--- config.mk ---
export PLATFORM = sky130hd
export DESIGN_NAME = tac_tag_flat
export DESIGN_NICKNAME = d
export VERILOG_FILES = /design/src/tac_pkg.sv /design/src/tac_link_if.sv /design/src/tac_tag.sv /design/src/flat_wrapper.sv
export VERILOG_INCLUDE_DIRS = /design/src
export SDC_FILE = /design/constraint.sdc
export NUM_CORES = 1
export LEC_CHECK = 0
export BUFFER_PORTS_ARGS = -buffer_cell sky130_fd_sc_hd__buf_4
export CAP_MARGIN = 20
export CORE_ASPECT_RATIO = 1.25
export CORE_MARGIN = 1.5
export CORE_UTILIZATION = 60
export CTS_BUF_LIST = sky130_fd_sc_hd__clkbuf_8 sky130_fd_sc_hd__clkbuf_16
export DETAILED_ROUTE_END_ITERATION = 12
export PLACE_DENSITY = 0.79
export SLEW_MARGIN = 20
export SYNTH_ARGS = -nofsm -noshare
export SYNTH_HDL_FRONTEND = slang
export SYNTH_SLANG_ARGS = --single-unit
--- constraint.sdc ---
create_clock -name clock -period 7.3 [get_ports clock]
set_input_delay 0.73 -clock clock [delete_from_list [all_inputs] [get_ports clock]]
set_output_delay 0.73 -clock clock [all_outputs]
set_load 0.02 [all_outputs]
--- src/tac_params.svh ---
// Purpose: Named constants of the tag anticollision command controller
// Assumes: 100 MHz clock, one nibble per symbol strobe
// Notes: Definitions only
`ifndef TAC_PARAMS_SVH
`define TAC_PARAMS_SVH

// Command codes and special addresses
`define TAC_CODE_READ 3'h6
`define TAC_CODE_WRITE 3'h5
`define TAC_CODE_SPECIAL 3'h7
`define TAC_ADDR_FINISH 5'h0A
`define TAC_ADDR_SET_TI 5'h12
`define TAC_ADDR_SET_QI 5'h13
`define TAC_ADDR_CLR_TI 5'h14
`define TAC_ADDR_CLR_QI 5'h15

// Match code types carried in the third symbol
`define TAC_MC_SLEEP 3'h1
`define TAC_MC_PROCESS 3'h2

// Frame lengths in symbols
`define TAC_LEN_SHORT 4'h3
`define TAC_LEN_WRITE 4'hE

// Check field seeds
`define TAC_CRC_INIT 16'hFFFF
`define TAC_CRC_POLY 16'h1021

// Listening window
`define TAC_CLK_MHZ 100
`define TAC_LISTEN_US 1000
`define TAC_LISTEN_CYC (`TAC_LISTEN_US * `TAC_CLK_MHZ)
`define TAC_TIMER_W 17

// Power-up flag values and arbitrary tag id byte
`define TAC_QI_INIT 1'h1
`define TAC_TI_INIT 1'h0
`define TAC_TAG_ID8 8'h5A

`endif

--- src/tac_pkg.sv ---
// Purpose: Types and check functions shared by tag and reader ends
// Assumes: tac_params.svh holds every numeric constant
// Notes: Functions used by both ends live here
`default_nettype none
`include "tac_params.svh"

package tac_pkg;
    typedef enum logic [1:0] {TAC_MAX_1, TAC_MAX_2, TAC_MAX_4} tac_max_e;
    typedef enum logic [2:0] {TAC_DET_WAIT, TAC_DET_LISTEN, TAC_PROC, TAC_SLEEP,
        TAC_REACT_WAIT, TAC_REACT_LISTEN} tac_loop_e;
    typedef enum logic [2:0] {TAC_RSP_IDENT, TAC_RSP_BYPASS, TAC_RSP_READ, TAC_RSP_WRITE,
        TAC_RSP_FLAG, TAC_RSP_FINISH} tac_resp_e;
    typedef enum logic [2:0] {TAC_OP_REQ, TAC_OP_BYPASS, TAC_OP_MATCH, TAC_OP_READ,
        TAC_OP_WRITE, TAC_OP_SPECIAL} tac_op_e;

    // Elapse test on the rolling modulo-8 counter
    function automatic logic tac_elapsed(input logic [2:0] tc, input tac_max_e mx);
        unique case (mx)
            TAC_MAX_1: tac_elapsed = 1'b1;
            TAC_MAX_2: tac_elapsed = ~tc[0];
            default: tac_elapsed = (tc == 3'h4) || (tc == 3'h7);
        endcase
    endfunction : tac_elapsed

    // Parity nibble over code and address
    function automatic logic [3:0] tac_parity(input logic [7:0] hdr);
        tac_parity = hdr[7:4] ^ hdr[3:0];
    endfunction : tac_parity

    // Match code parity bit over id byte and type
    function automatic logic tac_mc_par(input logic [7:0] id8, input logic [2:0] typ);
        tac_mc_par = ^{id8, typ};
    endfunction : tac_mc_par

    // Bitwise CRC-16 over code, address and data, msb first
    function automatic logic [15:0] tac_crc(input logic [39:0] msg);
        logic [15:0] c;
        logic fb;
        c = `TAC_CRC_INIT;
        for (int i = 39; i >= 0; i--) begin
            fb = c[15] ^ msg[i];
            c = {c[14:0], 1'b0};
            if (fb) begin
                c = c ^ `TAC_CRC_POLY;
            end
        end
        tac_crc = c;
    endfunction : tac_crc
endpackage : tac_pkg

`default_nettype wire

--- src/tac_link_if.sv ---
// Purpose: Symbol level link between reader and tag
// Assumes: One clock; every signal is a plain level or one-cycle pulse
// Notes: Gap-pulse commands are abstracted to single pulses
`timescale 1ns/1ps
`default_nettype none

interface tac_link_if;
    import tac_pkg::*;
    logic fid_req;
    logic fid_byp;
    tac_max_e fid_max;
    logic sym_valid;
    logic [3:0] sym_nib;
    logic resp_valid;
    tac_resp_e resp_kind;
    logic [4:0] resp_addr;
    logic [2:0] resp_tc;
    logic mod_on;

    modport tag (input fid_req, fid_byp, fid_max, sym_valid, sym_nib,
        output resp_valid, resp_kind, resp_addr, resp_tc, mod_on);
    modport rdr (output fid_req, fid_byp, fid_max, sym_valid, sym_nib,
        input resp_valid, resp_kind, resp_addr, resp_tc, mod_on);
endinterface : tac_link_if

`default_nettype wire

--- src/tac_tag.sv ---
// Purpose: Tag end: anticollision loops and command decoder
// Assumes: Symbols and fast identify pulses arrive synchronous to clock
// Notes: Time slots, framing and memory are outside; reads/writes are pulses
// Function
// - Unacknowledged after max count: back to detection start
// - Queued tag accepts match code outside window
// - Elapse decided from rolling modulo-8 counter
// - Read/write only with processing flag set
// - Finish with flag set enters sleeping loop
// - Finish with flag clear returns to detection
// - Fast identify during processing resets tag; here quick and initiate bits are kept, the processing flag is cleared and the quick bit picks the loop
// - Sleeping tag never modulates until reset
// - Quick-identify clear: wait bypass, reply, listen
// - Process match in window enters processing
// - Command is code, address, data, check
// - Block read is code 110, three symbols
// - Finish is code 111 address 01010
// - Flag commands set/clear initiate and quick bits
// - Code and address arrive MSN first
// - Data and check arrive LSN first
// - Check covers code, address and data
// - Sleep match sleeps in detection loops only, process match processes
// - Three-bit counter increments on missed window
// - Identify response then 1 ms listening window
// - Each symbol carries one nibble
`timescale 1ns/1ps
`default_nettype none
`include "tac_params.svh"

module tac_tag #(
    parameter int LISTEN_CYC = `TAC_LISTEN_CYC,
    parameter logic [7:0] TAG_ID8 = `TAC_TAG_ID8
) (
    input wire logic clock,
    input wire logic rst,
    tac_link_if.tag link,
    output tac_pkg::tac_loop_e loop_state,
    output logic processing_flag,
    output logic quick_identify_bit,
    output logic tag_initiates_bit,
    output logic [2:0] transmit_counter,
    output logic rd_req,
    output logic wr_req,
    output logic [4:0] req_addr,
    output logic [31:0] wr_data
);
    import tac_pkg::*;

    typedef struct packed {
        tac_loop_e loop;
        logic pos1;
        logic pf;
        logic [2:0] tc;
        tac_max_e maxc;
        logic qi;
        logic ti;
        logic [`TAC_TIMER_W-1:0] timer;
        logic [3:0] cnt;
        logic [55:0] nibs;
        logic resp_v;
        tac_resp_e kind;
        logic [4:0] addr;
        logic [31:0] wdata;
        logic rd;
        logic wr;
        logic mod_on;
    } tac_tag_s;

    localparam logic [`TAC_TIMER_W-1:0] WIN_LOAD = `TAC_TIMER_W'(LISTEN_CYC - 1);

    tac_tag_s q, d;
    logic [2:0] code;
    logic [3:0] need;
    logic done;
    logic [55:0] f;
    logic [7:0] hdr;
    logic [7:0] id8;
    logic mc_ok;
    logic chk_ok;
    logic [2:0] tc_inc;

    // Next state of the whole tag
    always_comb begin
        d = q;
        d.resp_v = 1'b0;
        d.rd = 1'b0;
        d.wr = 1'b0;
        done = 1'b0;
        code = (q.cnt == 4'h0) ? link.sym_nib[3:1] : q.nibs[3:1];
        need = (q.loop == TAC_PROC && code == `TAC_CODE_WRITE) ? `TAC_LEN_WRITE
            : `TAC_LEN_SHORT;
        // Assemble nibbles by index; reactivation only listens in its window
        if (link.sym_valid && q.loop != TAC_SLEEP && q.loop != TAC_REACT_WAIT) begin
            d.nibs[4*q.cnt +: 4] = link.sym_nib;
            d.cnt = q.cnt + 4'h1;
            if (d.cnt == need) begin
                done = 1'b1;
                d.cnt = 4'h0;
            end
        end
        f = d.nibs;
        hdr = {f[3:0], f[7:4]};
        id8 = {f[3:0], f[7:4]};
        mc_ok = (f[8] == tac_mc_par(id8, f[11:9]));
        chk_ok = (code == `TAC_CODE_WRITE)
            ? (f[55:40] == tac_crc({hdr, f[39:8]}))
            : (f[11:8] == tac_parity(hdr));
        tc_inc = q.tc + 3'h1;
        if (q.timer != '0) begin
            d.timer = q.timer - `TAC_TIMER_W'(1);
        end
        unique case (q.loop)
            TAC_DET_WAIT, TAC_DET_LISTEN: begin
                if (link.fid_req) begin
                    d.pos1 = 1'b0;
                    d.maxc = link.fid_max;
                    d.resp_v = 1'b1;
                    d.kind = TAC_RSP_IDENT;
                    d.loop = TAC_DET_LISTEN;
                    d.timer = WIN_LOAD;
                    d.cnt = 4'h0;
                end else if (done && mc_ok && f[11:9] == `TAC_MC_PROCESS) begin
                    d.pf = (id8 == TAG_ID8); // Wrong id follows along
                    d.loop = TAC_PROC;
                end else if (done && mc_ok && f[11:9] == `TAC_MC_SLEEP && id8 == TAG_ID8) begin
                    d.loop = TAC_SLEEP;
                end else if (q.loop == TAC_DET_LISTEN && q.timer == '0) begin
                    d.tc = q.pos1 ? q.tc : tc_inc;
                    if (tac_elapsed(d.tc, q.maxc)) begin
                        d.pos1 = 1'b1;
                        d.loop = TAC_DET_WAIT;
                    end else begin
                        d.resp_v = 1'b1;
                        d.kind = TAC_RSP_IDENT;
                        d.timer = WIN_LOAD;
                    end
                end
            end
            TAC_PROC: begin
                if (link.fid_req || link.fid_byp) begin
                    // Treated as invalid: back to the waiting loop the quick bit selects, quick and initiate bits kept, processing flag cleared
                    d.loop = q.qi ? TAC_DET_WAIT : TAC_REACT_WAIT;
                    d.pos1 = 1'b1;
                    d.pf = 1'b0;
                    d.tc = 3'h0;
                    d.cnt = 4'h0;
                end else if (done && chk_ok) begin
                    d.addr = hdr[4:0];
                    if (code == `TAC_CODE_READ && q.pf) begin
                        d.rd = 1'b1;
                        d.resp_v = 1'b1;
                        d.kind = TAC_RSP_READ;
                    end else if (code == `TAC_CODE_WRITE && q.pf) begin
                        d.wr = 1'b1;
                        d.wdata = f[39:8];
                        d.resp_v = 1'b1;
                        d.kind = TAC_RSP_WRITE;
                    end else if (code == `TAC_CODE_SPECIAL) begin
                        if (hdr[4:0] == `TAC_ADDR_FINISH) begin
                            d.loop = q.pf ? TAC_SLEEP : TAC_DET_WAIT;
                            d.pos1 = 1'b1;
                            d.resp_v = q.pf;
                            d.kind = TAC_RSP_FINISH;
                        end else if (q.pf) begin
                            // Flag updates are writes, so follow-along tags skip them
                            unique case (hdr[4:0])
                                `TAC_ADDR_SET_TI: d.ti = 1'b1;
                                `TAC_ADDR_SET_QI: d.qi = 1'b1;
                                `TAC_ADDR_CLR_TI: d.ti = 1'b0;
                                `TAC_ADDR_CLR_QI: d.qi = 1'b0;
                                default: ;
                            endcase
                            d.resp_v = (d.ti != q.ti) || (d.qi != q.qi) ||
                                (hdr[4:1] == 4'h9) || (hdr[4:1] == 4'hA);
                            d.kind = TAC_RSP_FLAG;
                        end
                    end
                    // Codes 0xx and 100 fall through with only the address loaded
                end
            end
            TAC_SLEEP: begin
                d.loop = TAC_SLEEP;
            end
            TAC_REACT_WAIT: begin
                if (link.fid_byp) begin
                    d.resp_v = 1'b1;
                    d.kind = TAC_RSP_BYPASS;
                    d.loop = TAC_REACT_LISTEN;
                    d.timer = WIN_LOAD;
                    d.cnt = 4'h0;
                end
            end
            TAC_REACT_LISTEN: begin
                if (done && mc_ok && id8 == TAG_ID8 && f[11:9] == `TAC_MC_PROCESS) begin
                    d.pf = 1'b1;
                    d.loop = TAC_PROC;
                end else if (q.timer == '0) begin
                    d.loop = TAC_REACT_WAIT;
                    d.cnt = 4'h0;
                end
            end
        endcase
        d.mod_on = (d.loop != TAC_SLEEP);
    end

    // State register; power-up loop follows the stored quick-identify value
    always_ff @(posedge clock) begin
        if (rst) begin
            q <= '0;
            q.loop <= `TAC_QI_INIT ? TAC_DET_WAIT : TAC_REACT_WAIT;
            q.pos1 <= 1'b1;
            q.maxc <= TAC_MAX_1;
            q.qi <= `TAC_QI_INIT;
            q.ti <= `TAC_TI_INIT;
            q.kind <= TAC_RSP_IDENT;
            q.mod_on <= 1'b1;
        end else begin
            q <= d;
        end
    end

    assign link.resp_valid = q.resp_v;
    assign link.resp_kind = q.kind;
    assign link.resp_addr = q.addr;
    assign link.resp_tc = q.tc;
    assign link.mod_on = q.mod_on;
    assign loop_state = q.loop;
    assign processing_flag = q.pf;
    assign quick_identify_bit = q.qi;
    assign tag_initiates_bit = q.ti;
    assign transmit_counter = q.tc;
    assign rd_req = q.rd;
    assign wr_req = q.wr;
    assign req_addr = q.addr;
    assign wr_data = q.wdata;
endmodule : tac_tag

`default_nettype wire

--- src/flat_wrapper.sv ---
// flat-port wrapper written by rule: the top's interface ports become plain ports
module tac_tag_flat import tac_pkg::*;
#(
    parameter int LISTEN_CYC = `TAC_LISTEN_CYC,
    parameter logic [7:0] TAG_ID8 = `TAC_TAG_ID8
)
  (clock, rst, loop_state, processing_flag, quick_identify_bit, tag_initiates_bit, transmit_counter, rd_req, wr_req, req_addr, wr_data, link_fid_req, link_fid_byp, link_fid_max, link_sym_valid, link_sym_nib, link_resp_valid, link_resp_kind, link_resp_addr, link_resp_tc, link_mod_on);
  tac_link_if link_i ();
  input wire logic clock;
  input wire logic rst;
  output tac_pkg::tac_loop_e loop_state;
  output logic processing_flag;
  output logic quick_identify_bit;
  output logic tag_initiates_bit;
  output logic [2:0] transmit_counter;
  output logic rd_req;
  output logic wr_req;
  output logic [4:0] req_addr;
  output logic [31:0] wr_data;
  input wire logic [$bits(link_i.fid_req)-1:0] link_fid_req;
  input wire logic [$bits(link_i.fid_byp)-1:0] link_fid_byp;
  input wire logic [$bits(link_i.fid_max)-1:0] link_fid_max;
  input wire logic [$bits(link_i.sym_valid)-1:0] link_sym_valid;
  input wire logic [$bits(link_i.sym_nib)-1:0] link_sym_nib;
  output wire logic [$bits(link_i.resp_valid)-1:0] link_resp_valid;
  output wire logic [$bits(link_i.resp_kind)-1:0] link_resp_kind;
  output wire logic [$bits(link_i.resp_addr)-1:0] link_resp_addr;
  output wire logic [$bits(link_i.resp_tc)-1:0] link_resp_tc;
  output wire logic [$bits(link_i.mod_on)-1:0] link_mod_on;
  assign link_i.fid_req = link_fid_req;
  assign link_i.fid_byp = link_fid_byp;
  assign link_i.fid_max = link_fid_max;
  assign link_i.sym_valid = link_sym_valid;
  assign link_i.sym_nib = link_sym_nib;
  assign link_resp_valid = link_i.resp_valid;
  assign link_resp_kind = link_i.resp_kind;
  assign link_resp_addr = link_i.resp_addr;
  assign link_resp_tc = link_i.resp_tc;
  assign link_mod_on = link_i.mod_on;
  tac_tag #(.LISTEN_CYC(LISTEN_CYC), .TAG_ID8(TAG_ID8)) u_core (.clock(clock), .rst(rst), .link(link_i), .loop_state(loop_state), .processing_flag(processing_flag), .quick_identify_bit(quick_identify_bit), .tag_initiates_bit(tag_initiates_bit), .transmit_counter(transmit_counter), .rd_req(rd_req), .wr_req(wr_req), .req_addr(req_addr), .wr_data(wr_data));
endmodule
---- Yosys cells after proc, flatten, opt, wreduce, memory -nomap -nowiden ----
Index checks and enable logic that the tools add are counted.
word-level totals
  logic and storage cells ................. 333
  flip-flop bits (word level) ............. 133
cells by class
  reduce and logical (&&, ||, !) cells .... 38
  shift-type cells ........................ 2
  mux-type cells .......................... 134
  equality and inequality tests ........... 52
  bitwise operators ....................... 86
  $add $sub $neg .......................... 4
operator list
  cell                                                                      number
  13-bit 2-to-1 mux                                                         40
  3-bit inverter                                                            39
  4-bit 2-to-1 mux                                                          28
  17-bit 2-to-1 mux                                                         6
  43-bit 2-to-1 mux                                                         2
  32-bit 2-to-1 mux                                                         2
  60-bit 2-to-1 mux                                                         1
  56-bit bitwise mux                                                        1
  4-bit by 34-bit variable shift with 56-bit output (first input constant)  1
  4-bit by 34-bit indexed part select with 56-bit output                    1
  1-bit XOR                                                                 36
  6-bit negator with 34-bit output                                          1
  17-bit case mux with 2 select lines                                       1
  3-bit 2-to-1 mux                                                          11
  1-bit 2-to-1 mux                                                          31
  3-bit inequality test (second input constant)                             9
  3-bit equality test (second input constant)                               7
  21-bit 2-to-1 mux                                                         1
  5-bit equality test (second input constant)                               4
  10-bit AND reduction                                                      2
  17-bit logical NOT                                                        1
  17-bit nonzero test                                                       1
  17-bit by 1-bit subtractor with 17-bit output (second input constant)     1
  16-bit equality test                                                      1
  other kinds (42)                                                          88

---- Logic depth before layout (Yosys ltp) ----
Gate-level depths: netlist of run 1.
  depth after elaboration ................. 105
  gate-level depth with buffers ........... 23

---- Least setup slack after synthesis of run 1 ----
No wires, ideal clock.
  kind .................................... register -> register
  start ................................... reg u_core.q[100] in the netlist's numbering
  end ..................................... reg u_core.q, in the netlist u_core.wr_data[15]
  setup time .............................. 0.121 ns
  clock period less this slack ............ 5.896 ns
  data required time ...................... 7.179 ns
  data arrival time ....................... 5.775 ns
  cell stages (with the launch flop) ...... 18
  buffers on the path ..................... 3
  path slack .............................. 1.404 ns
  cells stage by stage .................... dfxtp_1 -> clkbuf_1 -> nor3_1 -> ha_1 -> clkbuf_1 -> or3b_4 -> nor4_4 -> mux2i_2 -> xnor3_1 -> xnor2_1 -> xnor3_1 -> xnor2_2 -> xnor2_1 -> or4_1 -> a222oi_1 -> nand4_2 -> buf_2 -> mux2_4
on the way
  longest elaborated chain between the ends .. 49
  elaborated cells between the ends (all ways) .. 138
ends and longest elaborated chain
  what                                                                                                                                RTL line                      RTL
  start: declaration                                                                                                                  tac_tag.sv:71                 tac_tag_s q, d;
  6-bit negator with 34-bit output                                                                                                    tac_tag.sv:94                 d.nibs[4*q.cnt +: 4] = link.sym_nib;
  4-bit by 34-bit indexed part select with 56-bit output / 4-bit by 34-bit variable shift with 56-bit output (equally long branches)  tac_tag.sv:94
  56-bit bitwise mux                                                                                                                  tac_tag.sv:94
  60-bit 2-to-1 mux                                                                                                                   tac_tag.sv:93                 if (link.sym_valid && q.loop != TAC_SLEEP && q.loop != TAC_REACT_WAIT) begin
  1-bit XOR / 13-bit 2-to-1 mux (equally long branches)                                                                               tac_pkg.sv:41, tac_pkg.sv:43
  13-bit 2-to-1 mux (4 in series)                                                                                                     tac_pkg.sv:43                 if (fb) begin
  13-bit 2-to-1 mux / 3-bit inverter (equally long branches)                                                                          --
  3-bit inverter (no line) / 13-bit 2-to-1 mux (equally long branches)                                                                --
  (+30 left out)                                                                                                                      --
  13-bit 2-to-1 mux / 3-bit inverter (equally long branches)                                                                          --
  3-bit inverter (no line) / 13-bit 2-to-1 mux (equally long branches)                                                                --
  13-bit 2-to-1 mux / 3-bit inverter (equally long branches)                                                                          --
  13-bit 2-to-1 mux                                                                                                                   tac_pkg.sv:43
  16-bit equality test                                                                                                                tac_tag.sv:106                ? (f[55:40] == tac_crc({hdr, f[39:8]}))
  1-bit 2-to-1 mux                                                                                                                    tac_tag.sv:105                chk_ok = (code == `TAC_CODE_WRITE)
  1-bit logical AND                                                                                                                   tac_tag.sv:147                end else if (done && chk_ok) begin
  5-bit AND reduction (no line)                                                                                                       --
Parallel ways exist; a longest one is shown, timed or not.
A chain may end at the register's enable or synchronous reset.

==> flow_results.org, run 1 <==
** Placement
- Input and output buffers added on the ports amount to slightly above 70.
- Final Wtd Congestion :: ~0.97
- Instance area after placement :: ~8600 um2
- Placement-stage worst setup slack :: slightly above 0.8 ns
- Once detailed placement completed, the half-perimeter wirelength came to approximately 16000 um.

** Global routing
- For this run, the total global-route usage over all layers was measured as 0.2987.
- Summed over all layers, the global routing overflow is 0.
- Largest net degree at the start of global routing :: 63
- The via count of the first global-routing pass came to 6108.
- Antenna violations before repair :: 1
- First-pass GRT wire length :: 32730 um

** Outcome
- The flow ran to the end, and the final reports show no timing, DRC or antenna violations.

** Floorplan
- In this run the core area contains between 40 and 50 standard-cell rows.
- The floorplan step defined a die boundary enclosing between 10000 and 15000 um2.
- Die height :: 135.1 um
- Ports placed on the boundary :: 72
- Area inside the core boundary :: 13690 um2
- Initial Utilization :: 0.6114
- Measured along the x axis, the die boundary spans 108.7 um.

** Job
- Max-cap violation count :: 0

** Logic synthesis
- Post-synthesis register bit count :: 133
- Main synth FF type :: sky130_fd_sc_hd__dfxtp_1
- After synthesis, the mean cell area works out to 9.080 um2.
- Multiplexer share of the synthesized area :: 0.1040
- Counting every net in the synthesized netlist gives between 900 and 1000.
- Synthesized-area fraction occupied by xor and xnor cells :: 0.1965
- Of the synthesized area, sequential elements account for 0.3180.
- Synth Area in Compound Gates :: 0.07622
- Of the total synthesized cell area, the portion taken by full adders, half adders and majority gates is 0.01793.
- In the synthesized netlist the async set-or-reset flop fraction comes to 0.
- Main combinational cell family by area after synthesis :: simple AND/OR/NAND/NOR gates
- Total standard cell area after synthesis :: roughly 8400 um2
- For this run, the number of Yosys warnings is 0.
- Library cells used by synthesis :: 72
- Number of standard cells after synthesis :: 922
- Number of synthesized flops with an enable pin :: 0
- Share of synthesized cell area in and, or, nand and nor gates :: 0.2091

** Clock tree
- For this design, the CTS-stage hold fixing added 0 buffers.
- After clock tree synthesis, the clock-pin slew on the worst setup and hold paths is 0.06 ns.
- At the later pin of the worst-skew pair, clock insertion delay measures 0.43 ns.
- No sink is reached through more buffers than the 2 on the longest clock path.
- Sink count of the clock tree :: roughly 130
- TritonCTS built the clock tree.
- The root buffer cell chosen for the clock tree is sky130_fd_sc_hd__clkbuf_16.
- Maximum level of the CTS H-tree :: 4
- Counting the buffers created by CTS gives 17.
- Buffers added to address setup during post-CTS repair amount to 0.
- In this run, post-CTS repair resized a total of 0 instances.

** Worst setup path
- Kind of start point of the critical path :: flip-flop
- Critical Path RT :: roughly 7.7 ns
- In this run the worst path has a maximum fanout of 30.
- The worst setup path is of the reg2reg kind.
- Arrival time at the worst endpoint :: 6.96 ns
- Element type at the critical path end :: flip-flop

** Power and ir drop
- The share of total power dissipated in the clock network is 0.375.
- Comb power frac :: 0.288
- For this design the total switching power over the nets is 659.6 uW.
- Net switching share of the total power :: 0.2973
- Sequential Power Share :: 0.337
- Leakage power :: about 0.004 uW
- Dividing total power by cell area gives a power density of 241.4 nW/um2.
- Maximum vdd ir drop :: 183.9 uV
- The internal power of the cells totals 1559 uW.

** Drt
- In this run, the number of DRC markers left after iteration 0 of detailed routing was 430.
- DRT Wirelength :: 21070 um
- After detailed routing, the number of remaining DRC violations is 0.
- The first detailed-routing pass ran for 5 iterations.
- Dividing the detail-routed wire length by the instance count gives approximately 19 um.
- Via-per-instance ratio :: approximately 5.8
- For this block, the via count after detailed routing is ~6400.
- The count of nets left with antenna violations once routing finished came out at 0.

** Timing
- Period Utilization, post-route :: 0.9038
- Setup slack after layout :: 0.7025 ns
- Setup total negative slack on the finished layout was measured at 0 ns.
- Least-Margin Pin Slew :: 0.8090 ns
- Max-slew violations :: 0
- On the final layout, the worst hold slack is 0.4546 ns.
- Top achievable clock speed :: around 150 MHz
- The worst pin sits at a relative slew slack of 0.4565.
- Final hold violation count :: 0
- Skew final :: 0.01012 ns
- Setup violations remaining at the end of the flow were counted as 0.
- Setup repair after global routing left no endpoint under its margin.
- Min Clock Period, post-route :: around 6.6 ns

** Finish
- Final Instance Area :: 9193 um2
- In the layout the commonest cells are sky130_fd_sc_hd__dfxtp_1 (133), sky130_fd_sc_hd__nor2_1 (107), sky130_fd_sc_hd__xnor2_1 (91).
- The net count of the finished layout is 946.
- Most frequent standard cell in the layout excluding fill and tap cells :: sky130_fd_sc_hd__dfxtp_1
- From synthesis to final layout, the design area changed by 9.804%.
- In the final layout, the share of cells above drive strength 1 is 0.1549.

** Hold path
- Worst Hold Class :: reg2reg
==> path summary, 6_finish.rpt <==
path | startpoint | to | depth (start not counted) | slack (ns)
hold / removal | u_core.wr_data[26] | u_core.wr_data[26] | 2 | 0.45
setup / recovery | u_core.q[100] | u_core.wr_data[25] | 17 | 0.70
setup reg to reg | u_core.q[100] | u_core.wr_data[25] | 17 | 0.70
hold reg to reg | u_core.wr_data[26] | u_core.wr_data[26] | 2 | 0.45
==> per-stage QoR <==
| stage | utilization | total power, uW | instances |
|---|---|---|---|
| 6_report | 0.6713 | 2219 | 1112 |
| 5_1_grt | 0.6711 | 2295 | 1111 |
| 4_1_cts | 0.6711 | 2215 | 1111 |
| 3_5_place_dp | 0.6289 | 1387 | 1079 |
| 3_3_place_gp | 0.6289 | 1386 | 1079 |
| 2_1_floorplan | - | 1295 | 922 |
==> metal layers <==
layer	vias to the layer above	share of wire	track usage
li1	3093	-	-
met1	3038	0.41	0.3617
met2	211	0.49	0.4958
met3	54	0.062	0.06660
met4	0	0.040	0.1484
met5	-	0	0
==> power groups by stage <==
stage	Clock [uW]	Combinational, uW	Sequential, uW
floorplan	0	534	761
global placement	0	622	764
detailed placement	0	623	764
CTS	837	630	748
global route	865	680	750
finish	832	639	748
==> kinds of logic after synthesis <==
group,count (synthesis)
multiplexers,81
AND/OR/NAND/NOR,334
buffers and inverters,118
AO/OA/AOI/OAI,102
flip-flops,133
adder cells (fa/ha/maj),12
XOR/XNOR,142
==> final cells by class <==
type,instances,area [um2]
Multi-Input combinational cell,671,5055
Fill cell,1114,4501
Sequential cell,133,2663
Timing Repair Buffer,80,600.6
Clock buffer,19,452.9
Tap cell,175,219.0
Clock inverter,13,125.1
Inverter,20,75.07
Antenna cell,1,2.502
==> synth_stat cells, types with 4 or more instances <==
master | n | area share
sky130_fd_sc_hd__nor2_1 | 107 | 0.048
sky130_fd_sc_hd__a21oi_1 | 43 | 0.026
sky130_fd_sc_hd__buf_2 | 7 | 0.0042
sky130_fd_sc_hd__or2_0 | 12 | 0.0090
sky130_fd_sc_hd__and2_1 | 20 | 0.015
sky130_fd_sc_hd__nand4_1 | 8 | 0.0060
sky130_fd_sc_hd__mux2i_1 | 55 | 0.066
sky130_fd_sc_hd__a31oi_1 | 8 | 0.0060
sky130_fd_sc_hd__nor3_1 | 18 | 0.011
sky130_fd_sc_hd__nand2_1 | 57 | 0.026
sky130_fd_sc_hd__xnor3_1 | 21 | 0.056
sky130_fd_sc_hd__nand3_1 | 21 | 0.013
sky130_fd_sc_hd__buf_4 | 54 | 0.048
sky130_fd_sc_hd__inv_1 | 19 | 0.0085
sky130_fd_sc_hd__clkbuf_1 | 36 | 0.016
sky130_fd_sc_hd__o21ai_0 | 16 | 0.0096
sky130_fd_sc_hd__or4_1 | 6 | 0.0054
sky130_fd_sc_hd__nor2b_1 | 29 | 0.022
sky130_fd_sc_hd__xnor2_1 | 91 | 0.095
sky130_fd_sc_hd__or3_1 | 4 | 0.0030
sky130_fd_sc_hd__mux2_1 | 18 | 0.024
sky130_fd_sc_hd__nand2b_1 | 6 | 0.0045
sky130_fd_sc_hd__nand3b_1 | 7 | 0.0063
sky130_fd_sc_hd__ha_1 | 12 | 0.018
sky130_fd_sc_hd__xnor2_2 | 7 | 0.014
sky130_fd_sc_hd__mux2i_2 | 5 | 0.0082
sky130_fd_sc_hd__dfxtp_1 | 133 | 0.32
sky130_fd_sc_hd__and3_1 | 12 | 0.0090
sky130_fd_sc_hd__xor2_1 | 19 | 0.020
sky130_fd_sc_hd__nor4_1 | 5 | 0.0037
==> critical path, stage by stage (launching register included) <==
cell and delay (ns):
sky130_fd_sc_hd__dfxtp_1 0.64, sky130_fd_sc_hd__nor3_1 0.13, sky130_fd_sc_hd__ha_1 0.46, sky130_fd_sc_hd__or3b_4 0.47
sky130_fd_sc_hd__nor4_4 0.51, sky130_fd_sc_hd__mux2i_1 0.46, sky130_fd_sc_hd__inv_2 0.19, sky130_fd_sc_hd__xnor2_1 0.64
sky130_fd_sc_hd__xnor3_1 0.49, sky130_fd_sc_hd__xnor3_1 0.41, sky130_fd_sc_hd__xnor3_1 0.37, sky130_fd_sc_hd__xor2_1 0.21
sky130_fd_sc_hd__or3_1 0.41, sky130_fd_sc_hd__a22oi_2 0.27, sky130_fd_sc_hd__nand4_2 0.17, sky130_fd_sc_hd__buf_4 0.28
sky130_fd_sc_hd__or2_0 0.24, sky130_fd_sc_hd__a21oi_1 0.14
==> registers in the layout, summed over array words and instances (netlist names), 3 cells and up <==
| register | cells |
|---|---|
| u_core.wr_data | 32 |
| u_core.link.resp_tc | 3 |
| u_core.link.resp_addr | 5 |
| u_core.link.resp_kind | 3 |
| u_core.loop_state | 3 |
| u_core.q | 80 |
No activity file was read; power rests on OpenSTA's default activity.
==> run 2: changes to the inputs <==
Settings changed: CORE_ASPECT_RATIO 1.25 to 0.9, CTS_CLUSTER_SIZE set to 14, REMOVE_ABC_BUFFERS set to 1.
==> run 2 against run 1 <==
Compared with the run above: design area is 0.20% higher; first-iteration DRC count is 77% higher; power is 1.8% higher; hold slack worse by 0.0063 ns; cell count is 0.54% lower; wire length is 2.6% lower; critical endpoint is now u_core.link.resp_kind[2]; largest power group unchanged; highest routed layer unchanged.
==> flow_results.org, run 2 (synthesis gave the netlist of run 1 again) <==
** Outcome
- The run finished with clean final reports.

** Worst setup path
- Reg2Reg Capture Point :: u_core.link.resp_kind[2]
- The critical path in this run is classified as reg2reg.
- Register-to-register setup slack :: 0.73 ns
- Kind of start point of the critical path :: flip-flop
- Arrival time at the worst endpoint :: 6.88 ns
- In this run the worst setup path begins at u_core.q[100].
- In this run the critical register-to-register path is launched from u_core.q[100].
- Critical Path RT :: 7.62 ns
- Of all nets on the critical path, the largest fanout is 17.
- The number of cells on the worst reg-to-reg path is 21.
- The critical path ends at u_core.link.resp_kind[2].
- The worst setup path is captured at a flip-flop.

** Floorplan
- Area inside the core boundary :: 13460 um2
- Ports placed on the boundary :: 72
- Chip Width :: 127.5 um
- For this configuration, the core starts out at a cell density of 0.6218.
- DIE AREA :: between 10000 and 15000 um2
- From bottom edge to top edge, the die measures 115.1 um.
- After floorplanning, the core was divided into 40 placement rows.

** Clock tree
- Clock-pin slew of the registers on the worst-case setup and hold paths :: 0.06 ns
- No sink is reached through more buffers than the 2 on the longest clock path.
- Gates resized during post-CTS repair numbered 0.
- Number of CTS-inserted buffers :: 17
- The root buffer cell chosen for the clock tree is sky130_fd_sc_hd__clkbuf_16.
- After clock tree synthesis, the setup repair step added 0 buffers.
- Clock tree from TritonCTS :: done
- CTS built an H-tree with a depth of 4.
- Clock tree synthesis found a total of 133 sinks.
- Quantity of hold-fixing buffers added after cts :: 0
- At the later pin of the worst-skew pair, clock insertion delay measures 0.43 ns.

** Power and ir drop
- Pwr dens :: 245.2 nW/um2
- For this design the static power due to leakage is 0.004049 uW.
- VDD sags by at most about 180 uV.

** Finish
- Counting the fill cells in the layout gives 1072.
- Net count reported at finish :: 948
- Share of post-route cells with drive strength above 1 :: 0.1567
- Most frequent standard cell in the layout excluding fill and tap cells :: sky130_fd_sc_hd__dfxtp_1
- Number of flip-flops in the largest register :: 80
- Counting flops per register, the top entry is u_core.q.
- Area grow syn2layout :: 10.03%
- 0 antenna diodes ended up in the layout.
- Leaving out filler cells and counting taps, the final layout contains 1106.
- With fillers left out, the area of the finished cells amounts to 9211 um2.
- Commonest cells after routing, fill and taps aside :: sky130_fd_sc_hd__dfxtp_1 (133), sky130_fd_sc_hd__nor2_1 (107), sky130_fd_sc_hd__xnor2_1 (91)

** Timing
- Worst rel slew slack :: 0.3224
- Least-Margin Pin Slew :: 1.009 ns
- Across the routed clock network, the largest skew measured is 0.007809 ns.
- RSZ-0062 raised after global routing :: false
- The count of endpoints failing hold in the final timing report is 0.
- The number of max-slew violations in the final report was 0.
- Once routing completed, OpenROAD measured the worst setup slack at approximately 0.73 ns.
- Setup violations remaining at the end of the flow were counted as 0.
- Worst hold slack :: between 0.4 and 0.5 ns
- Derived from the worst setup path, the maximum achievable clock frequency is roughly 150 MHz.
- Total negative slack :: 0 ns
- Dividing the final minimum period by the clock period gives 0.8995.
- Min Clock Period, post-route :: around 6.6 ns

** Drt
- Antenna Nets Post-Route :: 0
- Via-per-instance ratio :: between 5 and 6
- DRC :: 0
- The pre-antenna-repair detailed-routing pass consisted of 8 iterations.
- DRT Wirelength :: slightly above 20000 um
- The detailed router placed about 6500 vias in this run.
- Wire length per cell after detailed routing :: ~19 um
- The first routing iteration left 760 violations.

** Placement
- Placement-stage worst setup slack :: 0.9480 ns
- Final Wtd Congestion :: 1.011
- The HPWL after detailed placement is 14810 um.
- Summing all placed instances gives a cell area of between 8000 and 9000 um2.
- Buffers on Ports :: 71
- After detailed placement, the design holds a cell count of 1074.

** Hold path
- The path class of the tightest hold or removal check is reg2reg.

** Global routing
- Overall routing resource usage :: 0.2914
- Remaining global-route overflow :: 0
- Entering global routing, the biggest net connects 64 pins.
- Number of global-route vias before repair :: 6072
- Antenna violations before repair :: 0
- The first global-routing pass estimated 32400 um of wire.

** Job
- The tool flagged a number of max-cap violations equal to 0.
run 2: cell count changes in the layout (fill, tap and decap cells not counted), sizes merged:
cell / previous run / this run
clkinv: 1 / 7
clkinvlp: 8 / 2
buf: 80 / 82
inv: 23 / 21
bufinv: 1 / 2
clkbuf: 19 / 20
diode: 1 / 0
run 2: layout make-up:
class	instances	area, um2	area share
Multi-Input combinational cell	671	5055	0.5488
Tap cell	168	210.2	0.02282
Sequential cell	133	2663	0.2891
Inverter	20	75.07	0.008150
Timing Repair Buffer	82	615.6	0.06683
Clock inverter	12	126.4	0.01372
Clock buffer	20	466.7	0.05067
run 2: through the flow:
stage / total power [uW] / utilization
final: 2259 / 0.6842
after global routing: 2341 / 0.6842
after CTS: 2252 / 0.6842
after detailed placement: 1402 / 0.6401
after global placement: 1393 / 0.6401
after floorplan: 1282 / -
run 2: where the power goes:
part / internal, uW / switching, uW
Combinational: 335 / 318
Clock: 528 / 329
Sequential: 736 / 12.4
run 2: critical path: stages, from the launching register on:
cell and delay, ns:
sky130_fd_sc_hd__dfxtp_1 0.64, sky130_fd_sc_hd__inv_1 0.16, sky130_fd_sc_hd__ha_1 0.32, sky130_fd_sc_hd__xor2_1 0.28, sky130_fd_sc_hd__nor4_1 0.59, sky130_fd_sc_hd__nand3_1 0.37, sky130_fd_sc_hd__mux2i_1 0.48, sky130_fd_sc_hd__inv_1 0.18
sky130_fd_sc_hd__ha_1 0.33, sky130_fd_sc_hd__xor2_1 0.16, sky130_fd_sc_hd__xnor2_1 0.27, sky130_fd_sc_hd__xnor2_1 0.20, sky130_fd_sc_hd__xnor3_1 0.34, sky130_fd_sc_hd__nor4_1 0.56, sky130_fd_sc_hd__o21a_1 0.29, sky130_fd_sc_hd__nor2_1 0.08
sky130_fd_sc_hd__a21oi_1 0.16, sky130_fd_sc_hd__o31a_1 0.15, sky130_fd_sc_hd__buf_4 0.20, sky130_fd_sc_hd__o31ai_1 0.10, sky130_fd_sc_hd__a31o_2 0.27, sky130_fd_sc_hd__mux2_1 0.30
run 2: worst min path at each step:
stage                               to                from  cells past startpoint
floorplan                u_core.q[123]       u_core.q[123]                      2
global placement    u_core.wr_data[18]  u_core.wr_data[18]                      2
detailed placement  u_core.wr_data[11]  u_core.wr_data[11]                      2
CTS                 u_core.wr_data[18]  u_core.wr_data[18]                      2
global route        u_core.wr_data[30]  u_core.wr_data[30]                      2
finish              u_core.wr_data[11]  u_core.wr_data[11]                      2
run 2: per-layer routing:
metal | part of all wire | global-route usage | vias up
met1 | 0.45 | 0.4086 | 3072
met5 | 0 | 0 | -
met2 | 0.44 | 0.4371 | 312
met3 | 0.091 | 0.06561 | 51
li1 | - | - | 3094
met4 | 0.027 | 0.1182 | 0
==> run 3: changes to the inputs <==
Clock period 7.3 ns to 6.8 ns, I/O delays scaled along.
==> run 3 against run 2 <==
Compared with the run above: global-route usage hardly changed; non-clock buffer count is 7 higher; fmax is 2.3% higher; count of clock-buffer cells in the layout stayed put; clock power is 24% higher; register-to-register slack worse by 0.35 ns; hold slack better by 0.00054 ns; via count is 0.54% higher; first-iteration DRC count is 11% lower; utilization is 1.1 points higher; largest cell class unchanged; largest power group unchanged; highest routed layer unchanged.
==> flow_results.org, run 3 (synthesis gave the netlist of run 1 again) <==
** Outcome
- Status :: finished, final reports clean

** Clock tree
- Quantity of hold-fixing buffers added after cts :: 0
- Once the clock tree was built, the setup fixing pass inserted 0 buffers.
- Maximum level of the CTS H-tree :: 4
- Clock Path Buffers :: 2
- The cell sitting at the root of the clock tree is a sky130_fd_sc_hd__clkbuf_16.
- The clock drives 133 sinks.
- TritonCTS created 17 clock buffers.
- Insertion delay of the later-clocked pin in the worst-skew pair :: ~0.43 ns
- TritonCTS built the clock tree.
- Once the clock tree was built, the resizer swapped 0 gates to a different size.
- Clock-pin slew was measured on the worst setup and hold paths at roughly 0.060 ns.

** Finish
- Net count reported at finish :: 955
- Ranked by flip-flop count, first place goes to u_core.q.
- Once layout is done, the placed cells without fillers occupy around 9400 um2.
- The repair_antennas step left the layout with diodes totalling 0.
- Non-filler instance count after layout :: ~1100
- In the final layout, the share of cells above drive strength 1 is 0.1619.
- The area growth from synthesis to layout is 11.81%.
- Commonest cells after routing, fill and taps aside :: sky130_fd_sc_hd__dfxtp_1 (133), sky130_fd_sc_hd__nor2_1 (107), sky130_fd_sc_hd__xnor2_1 (91)
- The library cell used most frequently in the layout, excluding fill and tap cells, is sky130_fd_sc_hd__dfxtp_1.
- The register with the most flip-flops in the layout has 80 of them.

** Global routing
- The first global-routing pass estimated ~33000 um of wire.
- Overall routing resource usage :: 0.2910
- The number of antenna violations at the first check in global routing came to 0.
- Remaining global-route overflow :: 0
- Number of global-route vias before repair :: 6070
- Largest net degree at the start of global routing :: 70

** Worst setup path
- Category of the critical setup timing path :: reg2reg
- Of all nets on the critical path, the largest fanout is 13.
- Arrival time at the worst endpoint :: ~6.7 ns
- STA puts the critical path data required time at ~7.1 ns.
- STA classifies the critical path endpoint as a flip-flop.
- STA classifies the critical path startpoint as a flip-flop.

** Placement
- Routability-driven placement finished with a final weighted congestion of just under 1.
- Detailed placement finished with a half-perimeter wire length of 15220 um.
- After detailed placement, the total cell area comes to roughly 8700 um2.
- During placement, the flow inserted port buffers numbering 71.
- Total instance count after detailed placement :: 1081

** Floorplan
- Die height :: 115.1 um
- DIE AREA :: 14670 um2
- The initialized floorplan defines 40 standard-cell rows.
- Area inside the core boundary :: around 13000 um2
- The die is 127.5 um wide.
- Initial Utilization :: 0.6218
- During I/O placement, the number of pins put on the boundary was 72.

** Timing
- Least-Margin Pin Slew :: 0.6907 ns
- RSZ-0062 raised after global routing :: false
- Min Clock Period, post-route :: 6.420 ns
- Max-slew violations :: 0
- Between clock sinks in the finished design, the worst skew comes to 0.007172 ns.
- Of the available clock period, the critical path in the final layout requires 0.9441.
- Final hold violation count :: 0
- Setup total negative slack on the finished layout was measured at 0 ns.
- Based on the critical path, the design can be clocked at up to 155.8 MHz.
- Headroom to the max-slew limit came out at 0.5264.
- Setup violations remaining at the end of the flow were counted as 0.

** Drt
- Before antenna repair, the detailed router went through 5 iterations.
- The detailed router placed 6564 vias in this run.
- After detailed routing, the total wire length is about 21000 um.
- Via-per-instance ratio :: 5.898
- For this run, design rule violations remaining after detail routing come to 0.
- Antenna Nets Post-Route :: 0
- After detailed routing, the average wire length per cell comes to 18.65 um.
- The detailed router finished its first iteration with just under 700 violations.

** Power and ir drop
- Total design power :: around 2600 uW
- The analysis attributes to cell leakage a power of just over 0.004 uW.
- Maximum vdd ir drop :: roughly 270 uV
- Power spread over the standard cell area amounts to about 280 nW/um2.

** Job
- Across the run, the number of max-cap violations was 0.

** Hold path
- Worst Hold Class :: reg2reg
-- run 3: critical path, stage by stage (launching register included) --
cell,delay [ns]
sky130_fd_sc_hd__dfxtp_1,0.46
sky130_fd_sc_hd__inv_1,0.14
sky130_fd_sc_hd__ha_1,0.30
sky130_fd_sc_hd__xor2_1,0.27
sky130_fd_sc_hd__nor4_1,0.58
sky130_fd_sc_hd__nand3_1,0.40
sky130_fd_sc_hd__mux2i_1,0.51
sky130_fd_sc_hd__inv_1,0.19
sky130_fd_sc_hd__ha_1,0.32
sky130_fd_sc_hd__xor2_1,0.16
sky130_fd_sc_hd__xnor2_1,0.28
sky130_fd_sc_hd__xnor2_1,0.22
sky130_fd_sc_hd__xnor3_1,0.36
sky130_fd_sc_hd__nor4_1,0.49
sky130_fd_sc_hd__o21a_1,0.31
sky130_fd_sc_hd__nor2_1,0.09
sky130_fd_sc_hd__a21oi_1,0.20
sky130_fd_sc_hd__o31a_1,0.15
sky130_fd_sc_hd__buf_4,0.20
sky130_fd_sc_hd__o31ai_1,0.09
sky130_fd_sc_hd__a31o_2,0.27
sky130_fd_sc_hd__mux2_1,0.31
-- run 3: where the power goes --
part	switching, uW	internal [uW]	total [uW]
Clock	347	717	1060
Sequential	11.9	791	803
Combinational	346	362	709
-- run 3: cell type report --
class                           instances  area [um2]
Inverter                               20       75.07
Tap cell                              168       210.2
Multi-Input combinational cell        671        5055
Clock inverter                         12       222.7
Fill cell                            1075        4103
Clock buffer                           20       466.7
Timing Repair Buffer                   89       668.1
Sequential cell                       133        2663
-- run 3: path summary, 6_finish.rpt --
path                            from                        to  slack [ns]  depth (start not counted)
setup / recovery       u_core.q[101]  u_core.link.resp_kind[2]        0.38                         21
hold / removal    u_core.wr_data[10]        u_core.wr_data[10]        0.45                          2
setup reg to reg       u_core.q[101]  u_core.link.resp_kind[2]        0.38                         21
hold reg to reg   u_core.wr_data[10]        u_core.wr_data[10]        0.45                          2
-- run 3: per-stage QoR --
stage	utilization	setup WS [ns]	hold WS, ns
floorplan	-	0.4917	0.4305
global placement	0.6441	0.6468	0.4398
detailed placement	0.6441	0.5730	0.4434
CTS	0.6953	0.5222	0.4510
global route	0.6953	0.1806	0.4635
finish	0.6953	0.3798	0.4488
-- run 3: per-layer routing --
layer  vias up  wire, um  global-route usage
met5         -         0                   0
met4         0       408             0.09470
met3        36      1547             0.06747
met2       238      9227              0.4476
met1      3183      9571              0.4066
li1       3107         -                   -
